===== src/inc/gpxp_pkg.sv =====
// package of register offsets, field positions and reset values for the gpio expander port
`default_nettype none
package gpxp_pkg;
   localparam int unsigned ADDR_W = 5;
   localparam int unsigned DATA_W = 16;
   localparam logic [4:0] OFS_LEVEL = 5'h10;
   localparam logic [4:0] OFS_DIRECTION = 5'h11;
   localparam logic [4:0] OFS_DRIVER_TYPE = 5'h12;
   localparam logic [4:0] OFS_INPUT_STATE = 5'h13;
   localparam logic PAGE_STATUS = 1'b0;
   localparam logic PAGE_CONTROL = 1'b1;
   localparam int unsigned FIELD_HI_LSB = 8;
   localparam int unsigned FIELD_LO_LSB = 0;
   localparam logic [7:0] RST_OUT_LEVEL = 8'h00;
   localparam logic [7:0] RST_DIRECTION = 8'h00;
   localparam logic [7:0] RST_DRIVER_TYPE = 8'h00;
   localparam logic [7:0] RST_INPUT_STATE = 8'h00;
endpackage
`default_nettype wire


===== src/hdl/gpxp_pin_cell.sv =====
// one gpio pin cell: driver enable, level and pull-down control
`default_nettype none
module gpxp_pin_cell (
   input wire logic is_output,
   input wire logic out_level,
   input wire logic open_drain,
   input wire logic hi_z,
   output logic pad_o,
   output logic pad_oe,
   output logic pull_down_en
);
   // open drain only sinks; a high level releases the pin
   assign pad_o = open_drain ? 1'b0 : out_level;
   assign pad_oe = is_output & (~open_drain | ~out_level); // see RULE_09
   assign pull_down_en = ~is_output & ~hi_z; // see RULE_05
endmodule
`default_nettype wire


===== src/hdl/gpxp_port.sv =====
// gpio expander port: paged register file and eight pin cells
//
// Notes on behaviour
// RULE_01 - write-only output level, low eight bits drive pins set as outputs; reset low.
// RULE_02 - output level ignores upper byte on write and never reads back.
// RULE_03 - direction bits 15:8, pin 7 in bit 15; 1 output, 0 input.
// RULE_04 - driver type bits 15:8; 0 push-pull, 1 open drain; outputs only.
// RULE_05 - input state bits 15:8; 0 pull-down, 1 high impedance; inputs only.
// RULE_06 - level register read-only, bits 7:0 give live pin levels always.
// RULE_07 - level register reads zero in the upper eight bits.
// RULE_08 - offset 10h reads level in page 0, writes output level in page 1.
// RULE_09 - an input pin keeps its driver off whatever the output settings.
`default_nettype none
module gpxp_port #(
   parameter int unsigned PINS = 8
) (
   input wire logic clk_sys,
   input wire logic rst,
   input wire logic clk_en,
   input wire logic reg_page,
   input wire logic [gpxp_pkg::ADDR_W-1:0] reg_addr,
   input wire logic reg_wr,
   input wire logic reg_rd,
   input wire logic [gpxp_pkg::DATA_W-1:0] reg_wdata,
   output logic [gpxp_pkg::DATA_W-1:0] reg_rdata,
   output logic reg_rvalid,
   input wire logic [PINS-1:0] pin_i,
   output logic [PINS-1:0] pin_o,
   output logic [PINS-1:0] pin_oe,
   output logic [PINS-1:0] pin_pull_down
);
   logic [PINS-1:0] out_level_bits_q, out_level_bits_d;
   logic [PINS-1:0] direction_q, direction_d;
   logic [PINS-1:0] drive_type_bits_q, drive_type_bits_d;
   logic [PINS-1:0] in_state_bits_q, in_state_bits_d;
   logic [gpxp_pkg::DATA_W-1:0] rdata_q, rdata_d;
   logic rvalid_q, rvalid_d;
   logic wr_ctl;

   assign wr_ctl = reg_wr & (reg_page == gpxp_pkg::PAGE_CONTROL);

   always_comb begin
      out_level_bits_d = out_level_bits_q;
      direction_d = direction_q;
      drive_type_bits_d = drive_type_bits_q;
      in_state_bits_d = in_state_bits_q;
      if (wr_ctl) begin
         case (reg_addr)
            gpxp_pkg::OFS_LEVEL: begin
               out_level_bits_d = reg_wdata[gpxp_pkg::FIELD_LO_LSB +: PINS]; // see RULE_01 see RULE_02 see RULE_08
            end
            gpxp_pkg::OFS_DIRECTION: begin
               direction_d = reg_wdata[gpxp_pkg::FIELD_HI_LSB +: PINS]; // see RULE_03
            end
            gpxp_pkg::OFS_DRIVER_TYPE: begin
               drive_type_bits_d = reg_wdata[gpxp_pkg::FIELD_HI_LSB +: PINS]; // see RULE_04
            end
            gpxp_pkg::OFS_INPUT_STATE: begin
               in_state_bits_d = reg_wdata[gpxp_pkg::FIELD_HI_LSB +: PINS]; // see RULE_05
            end
            default: begin
            end
         endcase
      end
   end

   always_comb begin
      rdata_d = '0;
      rvalid_d = reg_rd;
      if (reg_rd) begin
         if (reg_page == gpxp_pkg::PAGE_STATUS) begin
            case (reg_addr)
               // upper byte stays zero; live level regardless of direction
               gpxp_pkg::OFS_LEVEL: rdata_d[gpxp_pkg::FIELD_LO_LSB +: PINS] = pin_i; // see RULE_06 see RULE_07 see RULE_08
               default: rdata_d = '0;
            endcase
         end else begin
            case (reg_addr)
               gpxp_pkg::OFS_DIRECTION: rdata_d[gpxp_pkg::FIELD_HI_LSB +: PINS] = direction_q;
               gpxp_pkg::OFS_DRIVER_TYPE: rdata_d[gpxp_pkg::FIELD_HI_LSB +: PINS] = drive_type_bits_q;
               gpxp_pkg::OFS_INPUT_STATE: rdata_d[gpxp_pkg::FIELD_HI_LSB +: PINS] = in_state_bits_q;
               // output level is write-only: page 1 offset 10h reads zero
               default: rdata_d = '0; // see RULE_02
            endcase
         end
      end
   end

   // configuration group
   always_ff @(posedge clk_sys) begin
      if (rst) begin
         out_level_bits_q <= gpxp_pkg::RST_OUT_LEVEL; // see RULE_01
         direction_q <= gpxp_pkg::RST_DIRECTION; // see RULE_03
         drive_type_bits_q <= gpxp_pkg::RST_DRIVER_TYPE; // see RULE_04
         in_state_bits_q <= gpxp_pkg::RST_INPUT_STATE; // see RULE_05
      end else if (clk_en) begin
         out_level_bits_q <= out_level_bits_d;
         direction_q <= direction_d;
         drive_type_bits_q <= drive_type_bits_d;
         in_state_bits_q <= in_state_bits_d;
      end
   end

   // read group; a low enable stretches the answer pulse, a limitation callers must respect
   always_ff @(posedge clk_sys) begin
      if (rst) begin
         rdata_q <= '0;
         rvalid_q <= 1'b0;
      end else if (clk_en) begin
         rdata_q <= rdata_d;
         rvalid_q <= rvalid_d;
      end
   end

   assign reg_rdata = rdata_q;
   assign reg_rvalid = rvalid_q;

   // pin cells are purely combinational so a register write shows on the pins at the same edge that loads the register
   genvar g;
   generate
      for (g = 0; g < PINS; g++) begin : g_pin
         gpxp_pin_cell u_cell (
            .is_output(direction_q[g]),
            .out_level(out_level_bits_q[g]),
            .open_drain(drive_type_bits_q[g]),
            .hi_z(in_state_bits_q[g]),
            .pad_o(pin_o[g]),
            .pad_oe(pin_oe[g]),
            .pull_down_en(pin_pull_down[g])
         );
      end
   endgenerate

   // register port checks; writes land one edge after they are taken
   AST_INPUT_NO_DRIVE: assert property ( // see RULE_09
      @(posedge clk_sys) disable iff (rst)
      (pin_oe & ~direction_q) == '0
   ) else $error("input pin driven");

   AST_OUT_LEVEL_WRITE: assert property ( // see RULE_01
      @(posedge clk_sys) disable iff (rst)
      (clk_en && wr_ctl && reg_addr == gpxp_pkg::OFS_LEVEL)
      |=> out_level_bits_q == $past(reg_wdata[gpxp_pkg::FIELD_LO_LSB +: PINS])
   ) else $error("output level not written");

   AST_OUT_LEVEL_KEEPS_OTHERS: assert property ( // see RULE_02
      @(posedge clk_sys) disable iff (rst)
      (clk_en && wr_ctl && reg_addr == gpxp_pkg::OFS_LEVEL)
      |=> $stable(direction_q) && $stable(drive_type_bits_q) && $stable(in_state_bits_q)
   ) else $error("output level write spilled");

   AST_DIR_WRITE: assert property ( // see RULE_03
      @(posedge clk_sys) disable iff (rst)
      (clk_en && wr_ctl && reg_addr == gpxp_pkg::OFS_DIRECTION)
      |=> direction_q == $past(reg_wdata[gpxp_pkg::FIELD_HI_LSB +: PINS])
   ) else $error("direction not written");

   AST_DRV_TYPE_WRITE: assert property ( // see RULE_04
      @(posedge clk_sys) disable iff (rst)
      (clk_en && wr_ctl && reg_addr == gpxp_pkg::OFS_DRIVER_TYPE)
      |=> drive_type_bits_q == $past(reg_wdata[gpxp_pkg::FIELD_HI_LSB +: PINS])
   ) else $error("driver type not written");

   AST_IN_STATE_WRITE: assert property ( // see RULE_05
      @(posedge clk_sys) disable iff (rst)
      (clk_en && wr_ctl && reg_addr == gpxp_pkg::OFS_INPUT_STATE)
      |=> in_state_bits_q == $past(reg_wdata[gpxp_pkg::FIELD_HI_LSB +: PINS])
   ) else $error("input state not written");

   AST_PULL_DOWN: assert property ( // see RULE_05
      @(posedge clk_sys) disable iff (rst)
      pin_pull_down == (~direction_q & ~in_state_bits_q)
   ) else $error("pull-down wrong");

   AST_LEVEL_READ: assert property ( // see RULE_06
      @(posedge clk_sys) disable iff (rst)
      (clk_en && reg_rd && reg_page == gpxp_pkg::PAGE_STATUS && reg_addr == gpxp_pkg::OFS_LEVEL)
      |=> reg_rvalid && reg_rdata[gpxp_pkg::FIELD_LO_LSB +: PINS] == $past(pin_i)
   ) else $error("level read wrong");

   AST_LEVEL_UPPER_ZERO: assert property ( // see RULE_07
      @(posedge clk_sys) disable iff (rst)
      (clk_en && reg_rd && reg_page == gpxp_pkg::PAGE_STATUS)
      |=> reg_rdata[gpxp_pkg::DATA_W-1:gpxp_pkg::FIELD_HI_LSB] == '0
   ) else $error("upper byte not zero");

   AST_OUT_LEVEL_NO_READ: assert property ( // see RULE_02
      @(posedge clk_sys) disable iff (rst)
      (clk_en && reg_rd && reg_page == gpxp_pkg::PAGE_CONTROL && reg_addr == gpxp_pkg::OFS_LEVEL)
      |=> reg_rdata == '0
   ) else $error("output level read back");

   AST_PAGE0_NO_WRITE: assert property ( // see RULE_08
      @(posedge clk_sys) disable iff (rst)
      (clk_en && reg_wr && reg_page == gpxp_pkg::PAGE_STATUS)
      |=> $stable(out_level_bits_q) && $stable(direction_q)
         && $stable(drive_type_bits_q) && $stable(in_state_bits_q)
   ) else $error("page 0 wrote a control register");

   AST_DIR_READBACK: assert property ( // see RULE_03
      @(posedge clk_sys) disable iff (rst)
      (clk_en && reg_rd && reg_page == gpxp_pkg::PAGE_CONTROL && reg_addr == gpxp_pkg::OFS_DIRECTION)
      |=> reg_rdata[gpxp_pkg::FIELD_HI_LSB +: PINS] == $past(direction_q) && reg_rdata[7:0] == 8'h00
   ) else $error("direction read back wrong");

   AST_DRV_TYPE_READBACK: assert property ( // see RULE_04
      @(posedge clk_sys) disable iff (rst)
      (clk_en && reg_rd && reg_page == gpxp_pkg::PAGE_CONTROL && reg_addr == gpxp_pkg::OFS_DRIVER_TYPE)
      |=> reg_rdata[gpxp_pkg::FIELD_HI_LSB +: PINS] == $past(drive_type_bits_q) && reg_rdata[7:0] == 8'h00
   ) else $error("driver type read back wrong");

   AST_IN_STATE_READBACK: assert property ( // see RULE_05
      @(posedge clk_sys) disable iff (rst)
      (clk_en && reg_rd && reg_page == gpxp_pkg::PAGE_CONTROL && reg_addr == gpxp_pkg::OFS_INPUT_STATE)
      |=> reg_rdata[gpxp_pkg::FIELD_HI_LSB +: PINS] == $past(in_state_bits_q) && reg_rdata[7:0] == 8'h00
   ) else $error("input state read back wrong");

   AST_RVALID_PULSE: assert property ( // see RULE_06
      @(posedge clk_sys) disable iff (rst)
      (clk_en && reg_rd)
      |=> reg_rvalid
   ) else $error("read not answered");

   AST_RVALID_IDLE: assert property (
      @(posedge clk_sys) disable iff (rst)
      (clk_en && !reg_rd)
      |=> !reg_rvalid && reg_rdata == '0
   ) else $error("answer without read");

   AST_UNMAPPED_READ_ZERO: assert property (
      @(posedge clk_sys) disable iff (rst)
      (clk_en && reg_rd && (reg_addr < gpxp_pkg::OFS_LEVEL || reg_addr > gpxp_pkg::OFS_INPUT_STATE))
      |=> reg_rdata == '0
   ) else $error("unmapped offset read not zero");

   AST_FREEZE_CONFIG: assert property (
      @(posedge clk_sys) disable iff (rst)
      !clk_en
      |=> $stable(out_level_bits_q) && $stable(direction_q)
         && $stable(drive_type_bits_q) && $stable(in_state_bits_q)
   ) else $error("configuration moved while frozen");

   AST_FREEZE_READ: assert property (
      @(posedge clk_sys) disable iff (rst)
      !clk_en
      |=> $stable(reg_rvalid) && $stable(reg_rdata)
   ) else $error("read answer moved while frozen");

   AST_RESET_STATE: assert property ( // see RULE_03
      @(posedge clk_sys)
      rst
      |=> pin_oe == '0 && pin_o == '0 && pin_pull_down == '1 && !reg_rvalid && reg_rdata == '0
   ) else $error("reset state wrong");

   AST_READ_NO_SIDE_EFFECT: assert property ( // see RULE_06
      @(posedge clk_sys) disable iff (rst)
      (clk_en && reg_rd && !reg_wr)
      |=> $stable(out_level_bits_q) && $stable(direction_q)
         && $stable(drive_type_bits_q) && $stable(in_state_bits_q)
   ) else $error("read changed a control register");

   // per pin checks of what the pad cell drives
   generate
      for (g = 0; g < PINS; g++) begin : g_pin_chk
         AST_CMOS_DRIVE: assert property ( // see RULE_04
            @(posedge clk_sys) disable iff (rst)
            (direction_q[g] && !drive_type_bits_q[g])
            |-> pin_oe[g] && pin_o[g] == out_level_bits_q[g]
         ) else $error("push-pull pin not driven");

         AST_OD_HIGH_RELEASE: assert property ( // see RULE_04
            @(posedge clk_sys) disable iff (rst)
            (direction_q[g] && drive_type_bits_q[g] && out_level_bits_q[g])
            |-> !pin_oe[g]
         ) else $error("open drain high drives");

         AST_OD_LOW_SINK: assert property ( // see RULE_04
            @(posedge clk_sys) disable iff (rst)
            (direction_q[g] && drive_type_bits_q[g] && !out_level_bits_q[g])
            |-> pin_oe[g] && !pin_o[g]
         ) else $error("open drain low not sunk");

         AST_PIN_LEVEL_OUT: assert property ( // see RULE_01
            @(posedge clk_sys) disable iff (rst)
            (direction_q[g] && pin_oe[g])
            |-> pin_o[g] == out_level_bits_q[g]
         ) else $error("driven level wrong");

         AST_INPUT_OFF: assert property ( // see RULE_09
            @(posedge clk_sys) disable iff (rst)
            !direction_q[g]
            |-> !pin_oe[g]
         ) else $error("input pin driver on");

         AST_INPUT_PULL: assert property ( // see RULE_05
            @(posedge clk_sys) disable iff (rst)
            !direction_q[g]
            |-> pin_pull_down[g] == !in_state_bits_q[g]
         ) else $error("input pull-down wrong");

         AST_OUTPUT_NO_PULL: assert property ( // see RULE_05
            @(posedge clk_sys) disable iff (rst)
            direction_q[g]
            |-> !pin_pull_down[g]
         ) else $error("output pin pulled down");
      end
   endgenerate
endmodule
`default_nettype wire


===== config.mk =====
export PLATFORM = sky130hd
export DESIGN_NAME = gpxp_port
export DESIGN_NICKNAME = d
export VERILOG_FILES = /design/src/inc/gpxp_pkg.sv /design/src/hdl/gpxp_pin_cell.sv /design/src/hdl/gpxp_port.sv
export SDC_FILE = /design/constraint.sdc
export NUM_CORES = 1
export LEC_CHECK = 0
export BUFFER_PORTS_ARGS = -buffer_cell sky130_fd_sc_hd__buf_4
export CAP_MARGIN = 20
export CORE_MARGIN = 5
export CORE_UTILIZATION = 50
export CTS_CLUSTER_DIAMETER = 100
export DETAILED_ROUTE_END_ITERATION = 12
export PLACE_DENSITY = 0.79
export SLEW_MARGIN = 10
export SYNTH_ARGS = -nofsm -noshare
export SYNTH_HDL_FRONTEND = slang
export SYNTH_HIERARCHICAL = 1
export SYNTH_SLANG_ARGS = --single-unit

===== constraint.sdc =====
create_clock -name clk_sys -period 1.65 [get_ports clk_sys]
set_input_delay 0.2475 -clock clk_sys [delete_from_list [all_inputs] [get_ports clk_sys]]
set_output_delay 0.2475 -clock clk_sys [all_outputs]
set_load 0.05 [all_outputs]

## Word-level counts from Yosys, hierarchy flattened

Index checks and enable logic that the tools add are counted.

| storage, ports and cells | value |
|---|---|
| flip-flop bits (word level) | 49 |
| bits of input ports | 35 |

| operators by class | value |
|---|---|
| eq/ne operators | 4 |
| multiplexer cells | 12 |
| bitwise gates (word level) | 57 |
| reductions and logical operators | 4 |

Operators with widths:

| kind | number |
|---|---|
| $mux W16 | 2 |
| $not A1 Y1 | 32 |
| $pmux W8 S3 | 1 |
| $eq A5 B5 Y1 const B | 4 |
| $and A1 B1 Y1 | 17 |
| $reduce_and A3 Y1 | 4 |
| $mux W1 | 8 |
| $mux W8 | 1 |
| $or A1 B1 Y1 | 8 |

## Logic depth before layout (Yosys ltp)

Gate-level depths: netlist of run 1.

| depth | value |
|---|---|
| depth in word-level cells | 4 |
| mapped depth | 6 |

## Hierarchy

Netlist of run 1, hierarchy kept.

Modules (own cells, without submodules):

| module | instances | cells an instance | area each (um^2) |
|---|---|---|---|
| gpxp_port | 1 | 242 | 2,164.6 |
| gpxp_pin_cell | 8 | 3 | 23.8 |

## Worst setup path before layout of run 1

Ideal clock, no wire load.

| timing path | value |
|---|---|
| path kind | in2reg |
| start point | in reg_addr[1] in the netlist's numbering |
| end point | reg out_level_bits_q[0] |
| data arrival time | 1.248 ns |
| setup slack | 0.270 ns |
| stages on the path | 5 |
| buffers on the path | 2 |
| cells stage by stage | buf_2 or4b_1 clkbuf_1 o21ai_1 a21oi_1 |

| on the way | value |
|---|---|
| cells in the longest elaborated chain, start to end | 2 |

Ends and longest elaborated chain:

| what | RTL line | source |
|---|---|---|
| from (decl) | gpxp_port.sv:21 | `input wire logic [gpxp_pkg::ADDR_W-1:0] reg_addr,` |
| $eq A5 B5 Y1 | gpxp_port.sv:48 | `case (reg_addr)` |
| $reduce_and A3 Y1 (no line) | n/a |  |
| to (signal assigned) | gpxp_port.sv:92 | `out_level_bits_q <= gpxp_pkg::RST_OUT_LEVEL;` |
| to (signal assigned) | gpxp_port.sv:97 | `out_level_bits_q <= out_level_bits_d;` |
| to (decl) | gpxp_port.sv:32 | `logic [PINS-1:0] out_level_bits_q, out_level_bits_d;` |

Every way passes these cells.
A chain may end at the register's enable or synchronous reset.

## Worst setup path after layout of run 1

| timing path | value |
|---|---|
| start point | reg direction_q[6] |
| end point | out pin_oe[6] |

| on the way | value |
|---|---|
| cells in the longest elaborated chain, start to end | 1 |

Ends and longest elaborated chain:

| what | RTL line | source |
|---|---|---|
| from (decl) | gpxp_port.sv:33 | `logic [PINS-1:0] direction_q, direction_d;` |
| from (signal assigned) | gpxp_port.sv:93 | `direction_q <= gpxp_pkg::RST_DIRECTION;` |
| from (signal assigned) | gpxp_port.sv:98 | `direction_q <= direction_d;` |
| $and A1 B1 Y1 | gpxp_pin_cell.sv:14 | `assign pad_oe = is_output & (~open_drain \| ~out_level);` |
| to (decl) | gpxp_port.sv:29 | `output logic [PINS-1:0] pin_oe,` |

Every way passes these cells.

==> impl_results.md, run 1 <==
* Status: complete, no violations
* Seq/Total Area, Yosys at 0.417
* Crit-path cells: a21boi_2, buf_4
* Routed via count at roughly 2300
* 1st-pass router iterations at 4
* Max Cap Violations at 0
* Multi-input combinational cell area at roughly 0.0013 mm²
* Clock skew at a little over 0.005 ns
* Via/cell ratio at between 5 and 6
* Mapped Area at roughly 0.0024 mm²
* Worst-Margin Slew at around 0.63 ns
* Crit Path Max Fanout at 4
* Layout Cells excl Fill at ~400
* H-Tree Level Count at 2
* Synthesized area per cell at just under 9 µm²
* Final Hold Fails at 0
* Setup Buffers After CTS at 0
* Global Route Usage Sum at 0.224
* Placer congestion estimate at approximately 0.83
* Worst min path class: in -> reg
* Period minus WS final at between 1 and 1.5 ns
* CTS buffer count at 5
* CTS tree: built
* Mapped Nets at between 300 and 400
* PwrDens at about 680 mW/mm²
* CTS Root Cell: clkbuf_8
* Chip width at just under 80 µm
* Io pins at 76
* Final setup viols at 0
* Post-DP Area at roughly 0.0030 mm²
* Slowest CP cell: dfxtp_1
* CP Launch Type: flip-flop
* Max Slew Vio Count at 0
* Routed wire length at approximately 6700 µm
* Post-DRT Antenna Nets at 0
* Num rows at 25
* DRT iter0 DRCs at 265
* Initial Util at 0.505
* Nets at roughly 370
* Vias in the first global route at between 2000 and 2500
* CTS hold repair buffers at 0
* Initial antenna violation count at 0
* Hold Slack at approximately 0.18 ns
* Die Y at approximately 79 µm
* Layout cells sized above 1 at 0.335
* Core Region at about 0.0047 mm²
* Diodes inserted at 0
* Sum Neg Setup Slack at 0 ns
* Cells after Synth at 266
* Crit share post-route at 0.812
* Clk Latency, worst-skew pair at ~0.31 ns
* Synth unique cells at 29
* RSZ-0062 raised after global routing: false
* Relative slew margins at 0.581
* Die ar. at 0.00618 mm²
* Resize count post-CTS at 0
* Area grow syn2layout at 30.3%
* Max Fclk at approximately 750 MHz
* Commonest cells after routing, fill and taps aside: buf_4 (89), dfxtp_1 (49), a21oi_1 (32), nand2b_1 (25)
* FF/Latch Area at around 980 µm²
* DP Cell Count at just under 400
* Top cell type by total area after synthesis: dfxtp_1
* Clk buf depth at 2
* Buffers & Inverters on Critical Path at 1
* Max VDD drop at around 0.33 mV
* DRC errors left at 0
* WL per Instance at 16.9 µm
* Detail Placement HPWL at around 4800 µm
* Largest net degree at the start of global routing at 44
* Leak pwr at roughly 1.2 nW
* Grt total ovfl at 0
* First-pass GRT wire length at approximately 11000 µm
* Top cells by area, synth: dfxtp_1 (42%), a21oi_1 (6.8%), nand2b_1 (6.6%)
* Synth warn at 6
* Clock sink count at just under 50
* Fin area at approximately 0.0031 mm²
* PortBufs at 75
* Worst Setup End Kind: primary output
* Commonest non-fill, non-tap cell in the layout: buf_4
* Setup CP Type: reg -> out
* WP data required at approximately 1.4 ns
* FF+latch count, synth at 49
* Crit path DAT at 1.09 ns
* Clk slew on worst S/H paths at approximately 0.08 ns
* Top cell type's share of synthesized area at 0.417
* Largest stage delay, worst path at roughly 0.40 ns
* Crit path max-delay family: flip-flops
* # fillers at around 400
through the flow:
step | utilization | setup slack [ns] | power, mW
2_1_floorplan | - | 0.270 | 1.32
3_3_place_gp | 0.641 | 0.181 | 1.43
3_5_place_dp | 0.641 | 0.148 | 1.44
4_1_cts | 0.659 | 0.310 | 2.10
5_1_grt | 0.659 | 0.258 | 2.18
6_report | 0.659 | 0.310 | 2.10
path summary, 6_finish.rpt:
path                                           start             to  slack (ns)  cells after the start
worst max-delay path                  direction_q[6]      pin_oe[6]        0.31                      2
worst min-delay path                             rst   reg_rdata[4]        0.18                      2
worst max register to register  drive_type_bits_q[6]  reg_rdata[14]        0.63                      3
worst min register to register          reg_rdata[8]   reg_rdata[8]        0.46                      2
layout make-up:
type / count / area share
clock buffers: 6 / 0.0236
multi-input cells: 194 / 0.414
flip-flops and latches: 49 / 0.320
clock inverters: 2 / 0.00326
well taps: 54 / 0.0220
repair buffers: 89 / 0.218
cells by family (layout without fill, tap and decap cells):
kind of cell           count (synthesis)  count (layout)  share of synthesized area
AND/OR/NAND/NOR                       97              97                      0.263
buffers and inverters                 23              97                     0.0441
multiplexers                          17              17                     0.0765
flip-flops                            49              49                      0.417
AO/OA/AOI/OAI                         80              80                      0.200
power breakdown:
group | internal [mW] | total, mW | leakage (nW) | switching, mW
clock | 0.294 | 0.691 | 0.0450 | 0.397
combinational | 0.101 | 0.223 | 0.754 | 0.122
sequential | 1.18 | 1.19 | 0.395 | 0.00271
worst register-to-register path: cells and delay by family (launching register included):
| family | cells | cell delay [ns] |
|---|---|---|
| compound gates | 2 | 0.25 |
| mux | 1 | 0.31 |
| flops | 1 | 0.35 |
routing by layer:
metal | vias up | GRT usage | part of all wire
li1 | 1101 | - | -
met1 | 1070 | 0.280 | 0.40
met2 | 98 | 0.376 | 0.50
met3 | 9 | 0.0608 | 0.088
met4 | 0 | 0.0612 | 0.011
met5 | - | 0 | 0
synth_stat cells, drive strengths merged:
cell,number
nand4b,2
buf,11
clkbuf,12
nor4b,1
mux2i,9
nor3b,1
mux2,8
nor2b,10
nand2b,25
a21oi,32
nand3,16
or4,1
nand2,8
dfxtp,49
a22oi,8
and4b,2
nor4bb,1
nor2,11
or4b,1
a21boi,8
o21ai,32
nand4,16
nand4bb,1
and3,1
state kept, by name (all words and copies together), names as in the netlist:
register,cells
out_level_bits_q,8
reg_rvalid,1
reg_rdata,16
direction_q,8
in_state_bits_q,8
drive_type_bits_q,8
(Power assumes the default switching activity.)
==> inputs of run 2 (changes only) <==
==> constraint.sdc (replaced) <==
create_clock -name clk_sys -period 1.4 [get_ports clk_sys]
set_input_delay 0.21 -clock clk_sys [delete_from_list [all_inputs] [get_ports clk_sys]]
set_output_delay 0.21 -clock clk_sys [all_outputs]
set_load 0.05 [all_outputs]
==> run 2 against run 1 <==
Against the previous run:
- setup slack worse by 0.22 ns
- register-to-register slack worse by 0.23 ns
- wire length up 1.8%
- critical path depth unchanged
- first-iteration DRC count up 3.4%
- cell count up 2.0%
==> impl_results.md, run 2 (same netlist as run 1, synthesis figures left out) <==
* Setup CP Type: reg -> out (unchanged)
* Reg2Reg Setup Slack at 0.40 ns (was 0.63 ns)
* Setup slack at placement at -0.0598 ns (was 0.148 ns)
* CTS Root Cell: clkbuf_8 (unchanged)
* PortBufs at 75 (unchanged)
* WL per Instance at 16.9 µm (about the same)
* Comb power frac at 0.097 (was 0.106)
* Io pins at 76 (unchanged)
* Worst Hold End: out_level_bits_q[3] (was reg_rdata[4])
* Status: complete, no violations (unchanged)
* Crit Path Max Fanout at 4 (unchanged)
* Max Fclk at roughly 770 MHz
* Detail Placement HPWL at 4910 µm (was 4800 µm)
* Max FFs per register at 16 (unchanged)
* Setup Buffers After CTS at 0 (unchanged)
* Global Route Usage Sum at 0.218 (was 0.224)
* Period minus WS final at 1.31 ns
* CP Launch Type: flip-flop (unchanged)
* Commonest cells after routing, fill and taps aside: buf_4 (97), dfxtp_1 (49), a21oi_1 (32), nand2b_1 (25) (was buf_4 (89), dfxtp_1 (49), a21oi_1 (32), nand2b_1 (25))
* Worst Setup End Kind: primary output (unchanged)
* Post-DRT Antenna Nets at 0 (unchanged)
* CTS hold repair buffers at 0 (unchanged)
* Initial Util at 0.505 (unchanged)
* DRT iter0 DRCs at 274 (was 265)
* Initial antenna violation count at 0 (unchanged)
* WP data required at 1.19 ns (was 1.40 ns)
* Worst r2r dst: reg_rdata[14] (unchanged)
* Nets at 382 (was 374)
* CTS buffer count at 5 (unchanged)
* Largest stage delay, worst path at 0.39 ns (was 0.40 ns)
* Internal power at 2.24 mW (was 1.58 mW)
* FF/Latch Area at 981 µm² (unchanged)
* 1st-pass router iterations at 4 (unchanged)
* Clock skew at 0.00779 ns (was 0.00504 ns)
* Resize count post-CTS at 0 (unchanged)
* Clock sink count at 49 (unchanged)
* Crit share post-route at 0.932
* Clk slew on worst S/H paths at 0.09 ns (was 0.08 ns)
* Multi-input combinational cell area at 0.00127 mm² (unchanged)
* Via/cell ratio at 5.81 (was 5.78)
* Die Y at 78.6 µm (unchanged)
* DRC errors left at 0 (unchanged)
* FF-to-FF Start: drive_type_bits_q[6] (unchanged)
* H-Tree Level Count at 2 (unchanged)
* Switching power total at 0.637 mW (was 0.522 mW)
* Placer congestion estimate at 0.835 (was 0.833)
* Clock power frac at 0.416 (was 0.329)
* Clk buf depth at 2 (unchanged)
* Layout Cells excl Fill at 402 (was 394)
* Leak pwr at 1.26 nW (was 1.19 nW)
* Final core utilization at 0.682 (was 0.659)
* Crit path DAT at 1.10 ns (was 1.09 ns)
* Max VDD drop at 0.601 mV (was 0.334 mV)
* Worst reg-to-reg path cell count at 3 (unchanged)
* Max Cap Violations at 0 (unchanged)
* First-pass GRT wire length at 10800 µm (was 10900 µm)
* Routed wire length at 6780 µm (was 6650 µm)
* Core Region at 0.00466 mm² (unchanged)
* Final setup viols at 0 (unchanged)
* # fillers at 379 (was 394)
* Grt total ovfl at 0 (unchanged)
* RSZ-0062 raised after global routing: false (unchanged)
* Largest net degree at the start of global routing at 51 (was 44)
* Worst-Margin Slew at 0.465 ns (was 0.627 ns)
* Area grow syn2layout at 35.1% (was 30.3%)
* Seq pwr share at 0.487 (was 0.565)
* Net Sw Frac at 0.222 (was 0.248)
* Sum Neg Setup Slack at 0 ns (unchanged)
* DP Cell Count at 394 (was 386)
* Worst min path class: in -> reg (unchanged)
* Commonest non-fill, non-tap cell in the layout: buf_4 (unchanged)
* Post-DP Area at 0.00305 mm² (was 0.00299 mm²)
* Crit-path cells: a21boi_2, buf_4 (unchanged)
* Die ar. at 0.00618 mm² (unchanged)
* Fin area at 0.00318 mm² (was 0.00307 mm²)
* Diodes inserted at 0 (unchanged)
* Final Hold Fails at 0 (unchanged)
* PwrDens at 903 mW/mm² (was 685 mW/mm²)
* Hold_sp: reg_wdata[3] (was rst)
* Layout cells sized above 1 at 0.353 (was 0.335)
* Clk Latency, worst-skew pair at 0.31 ns (about the same)
* Chip width at 78.6 µm (unchanged)
* Vias in the first global route at 2288 (was 2266)
* Hold depth at 3 (was 2)
* Slowest CP cell: dfxtp_1 (unchanged)
* Relative slew margins at 0.690 (was 0.581)
* Num rows at 25 (unchanged)
* Setup ws final at 0.0949 ns (was 0.310 ns)
* CTS tree: built (unchanged)
* Max Slew Vio Count at 0 (unchanged)
* Routed via count at 2336 (was 2278)
## run 2: worst max-delay path by stage
stage | endpoint | from | cells past startpoint | slack [ns]
after floorplan | out_level_bits_q[0] | reg_addr[1] | 5 | 0.06
after CTS | pin_oe[3] | direction_q[3] | 2 | 0.09
final | pin_oe[5] | direction_q[5] | 2 | 0.09
after detailed placement | out_level_bits_q[4] | reg_addr[1] | 4 | -0.06
after global placement | out_level_bits_q[7] | reg_addr[1] | 4 | -0.002
after global routing | pin_oe[3] | direction_q[3] | 2 | 0.03
## run 2: critical path: cells and delay by family (launching register included)
family	cells	cell delay, ns
flip-flops	1	0.39
buffers and inverters	1	0.21
AO/OA/AOI/OAI	1	0.18
## run 2: area by class of cell
type                    instances  area share
well taps                      54      0.0212
flip-flops and latches         49       0.308
repair buffers                 97       0.229
clock buffers                   5      0.0216
multi-input cells             194       0.399
clock inverters                 3      0.0205
## run 2: metal layers
| metal | vias to the layer above | track usage | wire length (µm) |
|---|---|---|---|
| met5 | - | 0 | 0 |
| met4 | 0 | 0.0699 | 141 |
| met3 | 17 | 0.0562 | 619 |
| met2 | 107 | 0.365 | 3300 |
| met1 | 1094 | 0.273 | 2710 |
| li1 | 1118 | - | - |
## run 2: power groups by stage
stage	logic (mW)	clock network [mW]	registers (mW)
finish	0.278	1.20	1.40
floorplan	0.116	0	1.44
global route	0.294	1.28	1.40
CTS	0.276	1.20	1.40
global placement	0.271	0	1.43
detailed placement	0.275	0	1.43
## run 2: stage by stage
step / total power [mW] / hold slack, ns
3_5_place_dp: 1.71 / 0.453
4_1_cts: 2.87 / 0.167
5_1_grt: 2.97 / 0.175
2_1_floorplan: 1.55 / 0.357
6_report: 2.87 / 0.170
3_3_place_gp: 1.70 / 0.452
==> inputs of run 3 (changes only) <==
--- a/config.mk
+++ b/config.mk
@@ -8,10 +8,11 @@
 export BUFFER_PORTS_ARGS = -buffer_cell sky130_fd_sc_hd__buf_4
 export CAP_MARGIN = 20
 export CORE_MARGIN = 5
-export CORE_UTILIZATION = 50
+export CORE_UTILIZATION = 52
+export CTS_BUF_LIST = sky130_fd_sc_hd__clkbuf_8
 export CTS_CLUSTER_DIAMETER = 100
 export DETAILED_ROUTE_END_ITERATION = 12
-export PLACE_DENSITY = 0.79
+export PLACE_DENSITY = 0.82
 export SLEW_MARGIN = 10
 export SYNTH_ARGS = -nofsm -noshare
 export SYNTH_HDL_FRONTEND = slang
==> run 3 against run 2 <==
Against the previous run:
- fmax fell by 0.50%
- die area fell by 3.4%
- non-clock buffer count rose by 3
- global-route usage is 0.99 points higher
- total power fell by 4.4%
- sequential share of layout area fell by 0.18 points
- clock power decreased by 12%
- setup slack got worse by 0.0065 ns
==> impl_results.md, run 3 (same netlist as run 1, synthesis figures left out) <==
* Status: complete, no violations (unchanged)
* Num rows at 24 (was 25)
* Setup slack at placement at -0.0389 ns (was -0.0598 ns)
* Max Slew Vio Count at 0 (unchanged)
* Crit path launch: direction_q[2] (was direction_q[5])
* Sum Neg Setup Slack at 0 ns (unchanged)
* Final setup viols at 0 (unchanged)
* Commonest cells after routing, fill and taps aside: buf_4 (99), dfxtp_1 (49), a21oi_1 (32), nand2b_1 (25) (was buf_4 (97), dfxtp_1 (49), a21oi_1 (32), nand2b_1 (25))
* Worst min path class: in -> reg (unchanged)
* PwrDens at 859 mW/mm² (was 903 mW/mm²)
* Die Y at 77.3 µm (was 78.6 µm)
* Area grow syn2layout at 35.9% (was 35.1%)
* Max Fclk at 762 MHz (was 766 MHz)
* Clk Latency, worst-skew pair at 0.31 ns (about the same)
* Routed wire length at 6810 µm (was 6780 µm)
* FF-to-FF Start: drive_type_bits_q[6] (unchanged)
* H-Tree Level Count at 2 (unchanged)
* 1st-pass router iterations at 4 (unchanged)
* Grt total ovfl at 0 (unchanged)
* Layout Cells excl Fill at 403 (was 402)
* Crit path DAT at 1.10 ns (about the same)
* Reg2Reg Setup Slack at 0.38 ns (was 0.40 ns)
* CTS tree: built (unchanged)
* WP data required at 1.19 ns (about the same)
* Clk slew on worst S/H paths at 0.09 ns (about the same)
* Core Region at 0.00438 mm² (was 0.00466 mm²)
* CTS buffer count at 5 (unchanged)
* RSZ-0062 raised after global routing: false (unchanged)
* Period minus WS final at 1.31 ns (about the same)
* Power consumption at 2.75 mW (was 2.87 mW)
* Setup Buffers After CTS at 0 (unchanged)
* Leak pwr at 1.26 nW (about the same)
* Max FFs per register at 16 (unchanged)
* Clock sink count at 49 (unchanged)
* CTS hold repair buffers at 0 (unchanged)
* Clk buf depth at 2 (unchanged)
* Post-DRT Antenna Nets at 0 (unchanged)
* Vias in the first global route at 2284 (was 2288)
* Routed via count at 2311 (was 2336)
* Crit Path Max Fanout at 4 (unchanged)
* Worst-Margin Slew at 0.540 ns (was 0.465 ns)
* Layout cells sized above 1 at 0.359 (was 0.353)
* Max VDD drop at 0.759 mV (was 0.601 mV)
* WL per Instance at 16.9 µm (about the same)
* Hold Slack at 0.160 ns (was 0.170 ns)
* Via/cell ratio at 5.73 (was 5.81)
* Clock skew at 0.00843 ns (was 0.00779 ns)
* Resize count post-CTS at 0 (unchanged)
* DRT iter0 DRCs at 253 (was 274)
* Placer congestion estimate at 0.769 (was 0.835)
* CP Launch Type: flip-flop (unchanged)
* Worst reg-to-reg path cell count at 3 (unchanged)
* CTS Root Cell: clkbuf_8 (unchanged)
* Worst r2r dst: reg_rdata[14] (unchanged)
* Setup CP Type: reg -> out (unchanged)
* Final Hold Fails at 0 (unchanged)
* Global Route Usage Sum at 0.228 (was 0.218)
* Worst Setup End Kind: primary output (unchanged)
* Setup crit end: pin_oe[2] (was pin_oe[5])
* Commonest non-fill, non-tap cell in the layout: buf_4 (unchanged)
* Largest net degree at the start of global routing at 27 (was 51)
* DP Cell Count at 395 (was 394)
* Diodes inserted at 0 (unchanged)
* Initial Util at 0.537 (was 0.505)
* Nets at 385 (was 382)
* Io pins at 76 (unchanged)
* Chip width at 77.3 µm (was 78.6 µm)
* Die ar. at 0.00597 mm² (was 0.00618 mm²)
* Relative slew margins at 0.639 (was 0.690)
* First-pass GRT wire length at 11100 µm (was 10800 µm)
* Initial antenna violation count at 0 (unchanged)
* DRC errors left at 0 (unchanged)
* Max Cap Violations at 0 (unchanged)
* Detail Placement HPWL at 4960 µm (was 4910 µm)
* Setup ws final at 0.0884 ns (was 0.0949 ns)
* PortBufs at 75 (unchanged)
* Crit share post-route at 0.937 (was 0.932)
==> run 3: report_power, final <==
group | internal [mW] | switching, mW | total, mW
combinational | 0.138 | 0.149 | 0.287
clock | 0.581 | 0.480 | 1.06
sequential | 1.40 | 0.00317 | 1.40
total | 2.12 | 0.632 | 2.75
==> run 3: worst min path at each step <==
stage	end	startpoint	slack, ns	cells after the start
final	out_level_bits_q[2]	reg_wdata[2]	0.16	3
after global routing	out_level_bits_q[1]	reg_wdata[1]	0.17	3
after global placement	reg_rdata[9]	reg_rdata[9]	0.45	2
after CTS	out_level_bits_q[2]	reg_wdata[2]	0.16	3
after detailed placement	reg_rdata[8]	reg_rdata[8]	0.45	2
after floorplan	reg_rvalid	reg_rd	0.36	2
==> run 3: worst max-delay path, stage by stage, from the launching register on <==
cell      delay (ns)
dfxtp_1         0.40
a21boi_2        0.18
buf_4           0.21
==> run 3: through the flow <==
step | area [µm²] | util
finish | 3200 | 0.730
global route | 3200 | 0.730
CTS | 3200 | 0.730
detailed placement | 3080 | 0.702
global placement | 3080 | 0.702
floorplan | 2350 | -
==> run 3: final cells by class <==
class | count | area, µm²
timing repair buffer | 100 | 763
tap | 52 | 65.1
multi-input combinational | 194 | 1270
sequential | 49 | 981
fill | 341 | 1180
clock buffer | 6 | 82.6
clock inverter | 2 | 37.5
==> run 3: routing by layer <==
metal / routed length (µm) / vias up / track usage
met3: 623 / 7 / 0.0585
li1: - / 1119 / -
met4: 68 / 0 / 0.0567
met5: 0 / - / 0
met2: 3430 / 105 / 0.392
met1: 2680 / 1080 / 0.283
